--- config.mk ---
export PLATFORM = sky130hd
export DESIGN_NAME = cfg_fwd_bridge
export DESIGN_NICKNAME = d
export VERILOG_FILES = /design/src/inc/cfg_fwd_pkg.sv /design/src/core/cfg_fwd_bridge.sv /design/src/core/cfg_fwd_decode.sv
export SDC_FILE = /design/constraint.sdc
export NUM_CORES = 1
export LEC_CHECK = 0
export ABC_AREA = 1
export BUFFER_PORTS_ARGS = -buffer_cell sky130_fd_sc_hd__clkbuf_2
export CAP_MARGIN = 20
export CORE_AREA = 10 10 162 164
export DETAILED_ROUTE_END_ITERATION = 12
export DIE_AREA = 0 0 172 174
export GPL_ROUTABILITY_DRIVEN = 0
export PLACE_DENSITY = 0.78
export SETUP_SLACK_MARGIN = 0.5
export SLEW_MARGIN = 10
export SYNTH_ARGS = -nofsm -noshare
export SYNTH_HDL_FRONTEND = slang
export SYNTH_HIERARCHICAL = 1
export SYNTH_SLANG_ARGS = --single-unit
--- constraint.sdc ---
create_clock -name i_ref_clk -period 6 [get_ports i_ref_clk]
set_input_delay 1.2 -clock i_ref_clk [delete_from_list [all_inputs] [get_ports i_ref_clk]]
set_output_delay 1.2 -clock i_ref_clk [all_outputs]
set_load 0.05 [all_outputs]
--- src/inc/cfg_fwd_pkg.sv ---
`default_nettype none
// ==========================================================
// configuration forwarding constants
package cfg_fwd_pkg;
    localparam int ADDR_W = 32;
    localparam int BUS_W = 8;
    localparam int CMD_W = 4;
    localparam int IDSEL_W = 16;

    // bus commands
    localparam logic [3:0] CMD_CFG_RD = 4'ha;
    localparam logic [3:0] CMD_CFG_WR = 4'hb;
    localparam logic [3:0] CMD_SPECIAL = 4'h1;

    // address type codes in ad[1:0]
    localparam logic [1:0] TYPE0_CODE = 2'h0;
    localparam logic [1:0] TYPE1_CODE = 2'h1;

    // field positions of a type 1 address, and the type 0 select lines
    localparam int BUS_LSB = 16;
    localparam int BUS_MSB = 23;
    localparam int DEV_LSB = 11;
    localparam int DEV_MSB = 15;
    localparam int FUNC_LSB = 8;
    localparam int FUNC_MSB = 10;
    localparam int REG_LSB = 2;
    localparam int REG_MSB = 7;
    localparam int IDSEL_LSB = 16;
    localparam int IDSEL_MSB = 31;

    // broadcast device, function and register codes
    localparam logic [4:0] DEV_BCAST = 5'h1f;
    localparam logic [2:0] FUNC_ALL = 3'h7;
    localparam logic [5:0] REG_SPECIAL = 6'h00;

    // reset values
    localparam logic [31:0] WORD_RST = 32'h0;
    localparam logic [3:0] CMD_RST = 4'h0;

    typedef enum logic [2:0] {
        ST_IDLE = 3'b001,
        ST_ISSUE = 3'b010,
        ST_DONE = 3'b100
    } fwd_state_t;
endpackage
`default_nettype wire

--- src/core/cfg_fwd_bridge.sv ---
`timescale 1ns/1ps
`default_nettype none
// Function
// claim type 1 for translation only with ad[1:0]=01 and config read/write
// translation also needs bus field equal to the secondary bus number
// type 0 cycles appear only on the secondary side, never upstream
// translated type 0 address has ad[1:0] forced to 00
// translated ad[15:11] is zero; function and register fields pass through
// device 0 to 15 drives one-hot ad[31:16], bit 16 plus device number
// device 16 to 30 drives ad[31:16] zero yet still forwards the cycle
// device 31 with register 0 makes a special cycle, else upper bits zero; the code also requires function 7 and a config write
// a translated cycle with no address line selected ends in master abort
// translated reads and writes are delayed, one 32-bit data phase only
// type 1 for a bus below secondary is forwarded down unchanged
// downstream forwarding needs secondary < bus <= subordinate
// upstream forwarding: config write, 01, device 11111, function 111
// upstream forwarding needs bus outside secondary..subordinate inclusive
// forwarded type 1 writes are delayed, one data phase only
// devices above 15 on the secondary bus need outside select logic
// type 0 cycles started on the secondary bus are never answered
// special cycle conversion changes only the command code
// repeats of a pending forwarded cycle are answered with retry
module cfg_fwd_bridge
    import cfg_fwd_pkg::*;
(
    // clock and reset
    input wire logic i_ref_clk,
    input wire logic i_reset,
    // bus numbers from configuration space
    input wire logic [cfg_fwd_pkg::BUS_W-1:0] i_pri_bus_num,
    input wire logic [cfg_fwd_pkg::BUS_W-1:0] i_sec_bus_num,
    input wire logic [cfg_fwd_pkg::BUS_W-1:0] i_sub_bus_num,
    // primary target side
    input wire logic i_p_addr_valid,
    input wire logic [cfg_fwd_pkg::ADDR_W-1:0] i_p_addr,
    input wire logic [cfg_fwd_pkg::CMD_W-1:0] i_p_cmd,
    input wire logic [cfg_fwd_pkg::ADDR_W-1:0] i_p_wdata,
    input wire logic i_p_multi,
    output logic o_p_claim,
    output logic o_p_retry,
    output logic o_p_trdy,
    output logic o_p_stop,
    output logic o_p_mabort,
    output logic [cfg_fwd_pkg::ADDR_W-1:0] o_p_rdata,
    // secondary target side
    input wire logic i_s_addr_valid,
    input wire logic [cfg_fwd_pkg::ADDR_W-1:0] i_s_addr,
    input wire logic [cfg_fwd_pkg::CMD_W-1:0] i_s_cmd,
    input wire logic [cfg_fwd_pkg::ADDR_W-1:0] i_s_wdata,
    input wire logic i_s_multi,
    output logic o_s_claim,
    output logic o_s_retry,
    output logic o_s_trdy,
    output logic o_s_stop,
    output logic o_s_mabort,
    // secondary master side (downstream)
    output logic o_s_mst_valid,
    output logic [cfg_fwd_pkg::ADDR_W-1:0] o_s_mst_addr,
    output logic [cfg_fwd_pkg::CMD_W-1:0] o_s_mst_cmd,
    output logic [cfg_fwd_pkg::ADDR_W-1:0] o_s_mst_data,
    output logic o_s_mst_no_idsel,
    input wire logic i_s_mst_done,
    input wire logic i_s_mst_mabort,
    input wire logic [cfg_fwd_pkg::ADDR_W-1:0] i_s_mst_rdata,
    // primary master side (upstream)
    output logic o_p_mst_valid,
    output logic [cfg_fwd_pkg::ADDR_W-1:0] o_p_mst_addr,
    output logic [cfg_fwd_pkg::CMD_W-1:0] o_p_mst_cmd,
    output logic [cfg_fwd_pkg::ADDR_W-1:0] o_p_mst_data,
    input wire logic i_p_mst_done,
    input wire logic i_p_mst_mabort
);
    import cfg_fwd_pkg::*;

    // ==========================================================
    // address phase decode, one decoder per side
    logic p_fwd, p_type0, p_special, p_no_idsel;
    logic s_fwd, s_special;
    logic [31:0] p_dec_addr, s_dec_addr;
    logic [3:0] p_dec_cmd, s_dec_cmd;

    cfg_fwd_decode u_p_decode (
        .i_addr(i_p_addr),
        .i_cmd(i_p_cmd),
        .i_from_sec(1'b0),
        .i_pri_bus_num(i_pri_bus_num),
        .i_sec_bus_num(i_sec_bus_num),
        .i_sub_bus_num(i_sub_bus_num),
        .o_fwd(p_fwd),
        .o_type0(p_type0),
        .o_special(p_special),
        .o_no_idsel(p_no_idsel),
        .o_addr(p_dec_addr),
        .o_cmd(p_dec_cmd)
    );

    cfg_fwd_decode u_s_decode (
        .i_addr(i_s_addr),
        .i_cmd(i_s_cmd),
        .i_from_sec(1'b1),
        .i_pri_bus_num(i_pri_bus_num),
        .i_sec_bus_num(i_sec_bus_num),
        .i_sub_bus_num(i_sub_bus_num),
        .o_fwd(s_fwd),
        .o_type0(),
        .o_special(s_special),
        .o_no_idsel(),
        .o_addr(s_dec_addr),
        .o_cmd(s_dec_cmd)
    );

    // ==========================================================
    // delayed transaction slot
    fwd_state_t state_reg, state_next;
    logic src_sec_reg;
    logic special_reg;
    logic no_idsel_reg;
    logic mabort_reg;
    logic [31:0] req_addr_reg, req_data_reg, out_addr_reg, rdata_reg;
    logic [3:0] req_cmd_reg, out_cmd_reg;

    // a repeat matches on address, command and, for writes, data
    function automatic logic same_req(input logic [31:0] a, input logic [3:0] c,
                                      input logic [31:0] d, input logic [31:0] ra,
                                      input logic [3:0] rc, input logic [31:0] rd);
        same_req = (a == ra) && (c == rc) && ((c == CMD_CFG_RD) || (d == rd));
    endfunction

    wire logic st_idle = (state_reg == ST_IDLE);
    wire logic st_issue = (state_reg == ST_ISSUE);
    wire logic st_done = (state_reg == ST_DONE);
    wire logic p_match = !src_sec_reg &&
        same_req(i_p_addr, i_p_cmd, i_p_wdata, req_addr_reg, req_cmd_reg, req_data_reg);
    wire logic s_match = src_sec_reg &&
        same_req(i_s_addr, i_s_cmd, i_s_wdata, req_addr_reg, req_cmd_reg, req_data_reg);
    wire logic p_claim = i_p_addr_valid && p_fwd;
    wire logic s_claim = i_s_addr_valid && s_fwd;
    // the single slot serves the primary side first when both arrive together
    wire logic p_start = p_claim && st_idle;
    wire logic s_start = s_claim && st_idle && !p_claim;
    wire logic p_done = p_claim && st_done && p_match;
    wire logic s_done = s_claim && st_done && s_match;
    wire logic mst_done = st_issue && (src_sec_reg ? i_p_mst_done : i_s_mst_done);
    wire logic mst_mabort = src_sec_reg ? i_p_mst_mabort : i_s_mst_mabort;

    always_comb begin
        state_next = state_reg;
        unique case (state_reg)
            ST_IDLE: begin
                if (p_start || s_start) begin
                    state_next = ST_ISSUE;
                end
            end
            ST_ISSUE: begin
                if (mst_done) begin
                    state_next = ST_DONE;
                end
            end
            ST_DONE: begin
                if (p_done || s_done) begin
                    state_next = ST_IDLE;
                end
            end
            default: begin
                state_next = ST_IDLE;
            end
        endcase
    end

    always_ff @(posedge i_ref_clk or posedge i_reset) begin
        if (i_reset) begin
            state_reg <= ST_IDLE;
        end else begin
            state_reg <= state_next;
        end
    end

    // capture the raw request for matching and the translated cycle for the master
    always_ff @(posedge i_ref_clk or posedge i_reset) begin
        if (i_reset) begin
            src_sec_reg <= 1'b0;
            special_reg <= 1'b0;
            no_idsel_reg <= 1'b0;
            req_addr_reg <= WORD_RST;
            req_data_reg <= WORD_RST;
            req_cmd_reg <= CMD_RST;
            out_addr_reg <= WORD_RST;
            out_cmd_reg <= CMD_RST;
        end else if (p_start || s_start) begin
            src_sec_reg <= s_start;
            special_reg <= p_start ? p_special : s_special;
            no_idsel_reg <= p_start && p_no_idsel;
            req_addr_reg <= p_start ? i_p_addr : i_s_addr;
            req_data_reg <= p_start ? i_p_wdata : i_s_wdata;
            req_cmd_reg <= p_start ? i_p_cmd : i_s_cmd;
            out_addr_reg <= p_start ? p_dec_addr : s_dec_addr;
            out_cmd_reg <= p_start ? p_dec_cmd : s_dec_cmd;
        end
    end

    always_ff @(posedge i_ref_clk or posedge i_reset) begin
        if (i_reset) begin
            mabort_reg <= 1'b0;
            rdata_reg <= WORD_RST;
        end else if (mst_done) begin
            mabort_reg <= mst_mabort;
            rdata_reg <= i_s_mst_rdata;
        end
    end

    // ==========================================================
    // answers to the initiators
    // the first attempt and every repeat while pending end in retry
    assign o_p_claim = p_claim;
    assign o_p_retry = p_claim && !p_done;
    assign o_p_trdy = p_done;
    assign o_p_stop = o_p_retry || (p_done && i_p_multi);
    // master abort is the normal end of a special cycle and is not passed back
    assign o_p_mabort = p_done && mabort_reg && !special_reg;
    assign o_p_rdata = rdata_reg;
    assign o_s_claim = s_claim;
    assign o_s_retry = s_claim && !s_done;
    assign o_s_trdy = s_done;
    assign o_s_stop = o_s_retry || (s_done && i_s_multi);
    assign o_s_mabort = s_done && mabort_reg && !special_reg;

    // ==========================================================
    // master requests toward the target buses
    assign o_s_mst_valid = st_issue && !src_sec_reg;
    assign o_s_mst_addr = out_addr_reg;
    assign o_s_mst_cmd = out_cmd_reg;
    assign o_s_mst_data = req_data_reg;
    assign o_s_mst_no_idsel = no_idsel_reg;
    // upstream carries only forwarded type 1 addresses, never type 0
    assign o_p_mst_valid = st_issue && src_sec_reg;
    assign o_p_mst_addr = out_addr_reg;
    assign o_p_mst_cmd = out_cmd_reg;
    assign o_p_mst_data = req_data_reg;

    wire logic p_t0_start = p_start && p_type0;
endmodule // cfg_fwd_bridge
`default_nettype wire

--- src/core/cfg_fwd_decode.sv ---
`timescale 1ns/1ps
`default_nettype none
// ==========================================================
// address phase decode and type 1 to type 0 translation
module cfg_fwd_decode
    import cfg_fwd_pkg::*;
(
    // address phase
    input wire logic [cfg_fwd_pkg::ADDR_W-1:0] i_addr,
    input wire logic [cfg_fwd_pkg::CMD_W-1:0] i_cmd,
    input wire logic i_from_sec,
    // bus numbers
    input wire logic [cfg_fwd_pkg::BUS_W-1:0] i_pri_bus_num,
    input wire logic [cfg_fwd_pkg::BUS_W-1:0] i_sec_bus_num,
    input wire logic [cfg_fwd_pkg::BUS_W-1:0] i_sub_bus_num,
    // decision and translated cycle
    output logic o_fwd,
    output logic o_type0,
    output logic o_special,
    output logic o_no_idsel,
    output logic [cfg_fwd_pkg::ADDR_W-1:0] o_addr,
    output logic [cfg_fwd_pkg::CMD_W-1:0] o_cmd
);
    wire logic [7:0] bus = i_addr[BUS_MSB:BUS_LSB];
    wire logic [4:0] dev = i_addr[DEV_MSB:DEV_LSB];
    wire logic [2:0] func = i_addr[FUNC_MSB:FUNC_LSB];
    wire logic [5:0] regn = i_addr[REG_MSB:REG_LSB];
    wire logic is_wr = (i_cmd == CMD_CFG_WR);
    wire logic is_cfg = is_wr || (i_cmd == CMD_CFG_RD);
    wire logic is_t1 = (i_addr[1:0] == TYPE1_CODE);
    wire logic bcast = (dev == DEV_BCAST) && (func == FUNC_ALL);
    wire logic below_sec = (bus > i_sec_bus_num) && (bus <= i_sub_bus_num);
    wire logic outside = (bus < i_sec_bus_num) || (bus > i_sub_bus_num);
    wire logic hit_t0 = !i_from_sec && is_t1 && is_cfg && (bus == i_sec_bus_num);
    wire logic hit_dn = !i_from_sec && is_t1 && is_cfg && below_sec;
    wire logic hit_up = i_from_sec && is_t1 && is_wr && bcast && outside;
    // special cycle only for a broadcast write to register zero
    wire logic spec_dn = hit_t0 && is_wr && bcast && (regn == REG_SPECIAL);
    wire logic spec_up = hit_up && (bus == i_pri_bus_num) && (regn == REG_SPECIAL);
    // devices above 15 get no address line; an outside circuit must select them
    wire logic [15:0] idsel = dev[4] ? 16'h0000 : (16'h0001 << dev[3:0]);
    wire logic [31:0] t0_addr = {idsel, 5'h00, i_addr[FUNC_MSB:REG_LSB], TYPE0_CODE};

    assign o_special = spec_dn || spec_up;
    assign o_type0 = hit_t0 && !spec_dn;
    assign o_fwd = hit_t0 || hit_dn || hit_up;
    assign o_no_idsel = o_type0 && dev[4];
    // special cycles keep address and data, only the command changes
    assign o_addr = o_type0 ? t0_addr : i_addr;
    assign o_cmd = o_special ? CMD_SPECIAL : i_cmd;
endmodule // cfg_fwd_decode
`default_nettype wire

==> results of run 1 <==
[worst min-delay path, delay by kind of cell (launching register included)]
kind | cells | cell delay, ns
DFF | 1 | 0.34
and+or+nand+nor | 2 | 0.10
[per-layer routing]
metal  share of wire [%]  up-vias  global-route usage, %
met5                   0        -                      0
met4                 4.6        0                  13.47
met3                 9.7      126                  5.890
met2                  48      707                  45.93
met1                  37     5550                  31.42
li1                    -     5679                      -
[through the flow]
step | utilization (%) | setup slack [ns] | hold WS [ns] | instances
2_1_floorplan | - | 0.5653 | 0.4772 | 1657
3_3_place_gp | 54.43 | 0.9877 | 0.4614 | 2187
3_5_place_dp | 54.43 | 0.8990 | 0.4651 | 2187
4_1_cts | 57.31 | 0.8780 | 0.4818 | 2218
5_1_grt | 57.32 | 0.5890 | 0.5081 | 2219
6_report | 57.33 | 0.8151 | 0.4772 | 2220
[final timing paths]
check                              endpoint  cells past startpoint  slack, ns
max                                o_s_stop                     23       0.82
min                            o_p_rdata[0]                      2       0.48
max reg2reg                req_addr_reg[16]                      8       3.08
min reg2reg                    o_p_rdata[0]                      2       0.48
max in group asynchronous  o_p_mst_data[12]                      3       3.78
min in group asynchronous   o_p_mst_addr[6]                      2       0.93
[where the power goes]
| part | leakage [nW] | internal [mW] | switching [mW] |
|---|---|---|---|
| Sequential | 1.77 | 1.11 | 0.168 |
| Clock | 0.319 | 0.780 | 0.452 |
| Combinational | 5.25 | 0.393 | 1.13 |
[placed cells by master (no fill, tap or decap), types with 3 or more instances in the layout]
master     instances
nand2_1          457
clkbuf_2         382
inv_1            179
nor2_1           175
dfrtp_1          142
o21ai_0          136
a21oi_1           93
o21ai_1           62
xnor2_1           61
o21ai_2           32
ha_1              32
nand4_1           24
xor2_1            23
nand3_1           21
nor3_1            19
clkbuf_16         17
nand2_2            7
inv_2              6
bufinv_16          6
buf_4              6
conb_1             4
o22ai_1            3
nor3_2             3
nor2_4             3
clkinv_2           3
clkinv_4           3
[cell type report]
class	count	area, µm²	share of cell area [%]
timing repair buffer	388	1957	14.76
sequential	143	3580	27.01
inverter	188	711.9	5.371
clock inverter	14	240.2	1.812
clock buffer	17	425.4	3.209
tap	290	362.8	2.737
antenna	2	5.005	0.03776
multi-input combinational	1178	5973	45.06
==> summary.txt, run 1 <==
Critical Path Source - i_s_addr[23]
Remaining DRCs - 0
# setup viols final - 0
Final Hold Viols - 0
Max rail drop VDD - 171.0 µV
Core ar. - 23120 µm²
CTS clk-pin slew, worst paths - 0.06 ns
GRT overflow - 0
DRT antenna net count - 0
Tcrit/Tclk final - 86.42%
I/O pin count - 383
clock latency on the worst-skew pair - 0.42 ns
TritonCTS Buffers - 17
max-cap violations - 0
largest net degree at the start of global routing - 89
H-tree Lvls - 4
Hold Crit Class - flip-flop to flip-flop
RSZ-0062 raised after global routing - false
kind of end point of the critical path - primary output
initial drt markers - 1123
Pleak - 7.344 nW
Clock Path Buffers - 2
via count - 12060
GRT Resource Usage Total - 27.11%
relative slew slack - 30.37%
Crit-path slowest cell - ha_1
layout cells sized above 1 - 25.05%
Crit Path Class - input pin to primary output
Startpoint Class - input pin
Area Overhead vs Synth - 17.38%
Finished Cell Area - 13260 µm²
CTS tree - built
FF-to-FF Start - state_reg[0]
Die Ht - 174 µm
Crit path largest cell delay - 0.32 ns
crit-path max FO - 6
Initial Util - 48.84%
die width - 172 µm
DP Area - 12580 µm²
hold_sp - o_p_rdata[0]
Pwr Total - 4.037 mW
cell breakdown of the critical path - clkbuf_2 -> ha_1 -> nand2_1 -> nor2_1 -> nand2_1 -> nand2_1 -> nand2_1 -> nand2_1 -> nand2_1 -> o211ai_1 -> nand2_1 -> inv_1 -> o21ai_0 -> nor2_1 -> nand2_1 -> nor2_1 -> nand3_1 -> nor2_1 -> nand2_1 -> inv_1 -> nand2_1 -> nand2_1 -> clkbuf_2
Post-CTS Setup Bufs - 0
Routed WL per cell - 18.97 µm
fmax - 192.9 MHz
DPL Wire Length - 32590 µm
Post-Syn Area - 11290 µm²
Pwr per Cell Area - 304.6 nW/µm²
clk sinks - 143
WP buf/inv - 4
crit path DAT - 3.98 ns
global-route wire length before repair - 63980 µm
synth warn - 6
post-CTS sizing - 0
CTS Hold Bufs - 0
Total Nets Final - 2150
Slew Limit Fails - 0
CTS root buf - clkbuf_16
die area - 29930 µm²
WP data required - 4.80 ns
first-pass iteration count of the detailed router - 8
Final min period - 5.185 ns
syn_area_per_cell - 6.823 µm²
vias in the first global route - 12030
measured slew at the worst slew-check pin - 1.045 ns
Core Rows - 56
via-per-instance ratio - 5.433
drt total wl - 42110 µm
Fill cells - 2190
status - finished, final reports clean
skew final - 0.009926 ns
I/O Buffers - 382
cell mode on critical path - nand2_1
TNS Setup - 0 ns
initial antenna violation count - 2
critical path's top delay family - simple AND/OR/NAND/NOR gates
Post-Syn Instances - 1655
(Power assumes the default switching activity.)
==> run 2, diff against run 1 <==
--- a/config.mk
+++ b/config.mk
@@ -12,7 +12,7 @@
 export DETAILED_ROUTE_END_ITERATION = 12
 export DIE_AREA = 0 0 172 174
 export GPL_ROUTABILITY_DRIVEN = 0
-export PLACE_DENSITY = 0.78
+export PLACE_DENSITY = 0.89
 export SETUP_SLACK_MARGIN = 0.5
 export SLEW_MARGIN = 10
 export SYNTH_ARGS = -nofsm -noshare
==> summary.txt, run 2 (synthesis results as in run 1) <==
worst slack at placement - 0.8534 ns
CTS Hold Bufs - 0
Crit-path slowest cell - ha_1
DRT antenna net count - 0
fmax - 190.0 MHz
post-CTS sizing - 0
skew final - 0.01341 ns
DPL Wire Length - 32940 µm
CTS tree - built
Die Ht - 174 µm
drt total wl - 43370 µm
vias in the first global route - 12430
die width - 172 µm
via count - 12380
Tcrit/Tclk final - 87.72%
GRT Resource Usage Total - 28.09%
Routed WL per cell - 19.53 µm
worst setup margin - 0.7370 ns
failing checks - design-rule violations
# setup viols final - 0
critical path's top delay family - simple AND/OR/NAND/NOR gates
Remaining DRCs - 1
Total Nets Final - 2150
Critical Path Source - i_s_addr[23]
WP data required - 4.80 ns
measured slew at the worst slew-check pin - 1.038 ns
CTS root buf - clkbuf_16
TNS Setup - 0 ns
most frequent cells in the layout - nand2_1, clkbuf_2, inv_1
RSZ-0062 raised after global routing - false
Area Overhead vs Synth - 17.20%
max-cap violations - 0
Pwr per Cell Area - 303.8 nW/µm²
crit path DAT - 4.06 ns
layout cells sized above 1 - 25.00%
Crit path largest cell delay - 0.32 ns
cell mode on critical path - nand2_1
met1 Use GR - 31.61%
WP buf/inv - 4
die area - 29930 µm²
relative slew slack - 30.74%
Final Hold Viols - 0
largest net degree at the start of global routing - 104
Clock Path Buffers - 2
Pleak - 7.327 nW
kind of end point of the critical path - primary output
Startpoint Class - input pin
TritonCTS Buffers - 17
Final Core Density - 57.23%
Core Rows - 56
status - finished, violations left
clock latency on the worst-skew pair - 0.43 ns
busiest grt layer - met2
initial antenna violation count - 5
Core ar. - 23120 µm²
CTS clk-pin slew, worst paths - 0.06 ns
global-route wire length before repair - 66540 µm
Hold Crit Class - flip-flop to flip-flop
Initial Util - 48.84%
I/O Buffers - 382
via-per-instance ratio - 5.575
I/O pin count - 383
Slew Limit Fails - 0
Post-CTS Setup Bufs - 0
cell breakdown of the critical path - clkbuf_2 -> ha_1 -> nand2_1 -> nor2_1 -> nand2_1 -> nand2_1 -> nand2_1 -> nand2_1 -> nand2_1 -> o211ai_1 -> nand2_1 -> inv_1 -> o21ai_0 -> nor2_1 -> nand2_1 -> nor2_1 -> nand3_1 -> nor2_1 -> nand2_1 -> inv_1 -> nand2_1 -> nand2_1 -> clkbuf_2
FF-to-FF Start - state_reg[0]
most common cell after layout, fill and taps aside - nand2_1
GR Util met3 - 7.363%
H-tree Lvls - 4
Max rail drop VDD - 255.6 µV
GRT met2 Usage - 47.10%
Crit Path Class - input pin to primary output
Final min period - 5.263 ns
clk sinks - 143
first-pass iteration count of the detailed router - 12
hold_sp - o_p_rdata[4]
initial drt markers - 1417
crit-path max FO - 6
GRT overflow - 0
run 2: cell types whose count changed in the layout (fill, tap and decap cells not counted), sizes merged:
cell / previous run / this run
diode: 2 / 3
clkbuf: 399 / 400
clkinvlp: 2 / 3
clkinv: 7 / 5
bufinv: 6 / 5
inv: 187 / 188
run 2: final timing paths:
path / depth (start not counted) / to / slack (ns)
worst max-delay path: 23 / o_s_stop / 0.74
max in group asynchronous: 3 / o_p_mst_addr[16] / 3.76
worst max register to register: 8 / req_addr_reg[18] / 3.04
worst min-delay path: 2 / o_p_rdata[4] / 0.48
min in group asynchronous: 2 / o_p_rdata[24] / 0.99
worst min register to register: 2 / o_p_rdata[4] / 0.48
run 2: cell type report:
type / count / area, µm²
Antenna cell: 3 / 7.507
Multi-Input combinational cell: 1178 / 5973
Timing Repair Buffer: 388 / 1957
Clock buffer: 18 / 429.2
Sequential cell: 143 / 3580
Clock inverter: 13 / 212.7
Tap cell: 290 / 362.8
Fill cell: 2095 / 9888
Inverter: 188 / 711.9
run 2: metrics by stage:
step	instance area [µm²]	hold WS, ns	cells	total power [mW]
global route	13230	0.5012	2221	4.187
finish	13230	0.4772	2221	4.020
floorplan	11300	0.4772	1657	2.470
CTS	13230	0.4819	2218	4.015
detailed placement	12580	0.4651	2187	2.817
global placement	12580	0.4611	2187	2.784
run 2: tightest hold or removal path, cell delays in order (launching register included):
cell and delay, ns:
dfrtp_1 0.34, nand2_1 0.05, nand2_1 0.05
run 2: layer usage:
metal	part of all wire, %	wire length [µm]
met2	48	20740
met3	10	4344
met5	0.074	32
met1	37	15940
met4	5.3	2320
run 2: where the power goes:
group	internal, mW	switching, mW
clock network	0.739	0.457
registers	1.11	0.171
logic	0.393	1.15
total	2.24	1.78
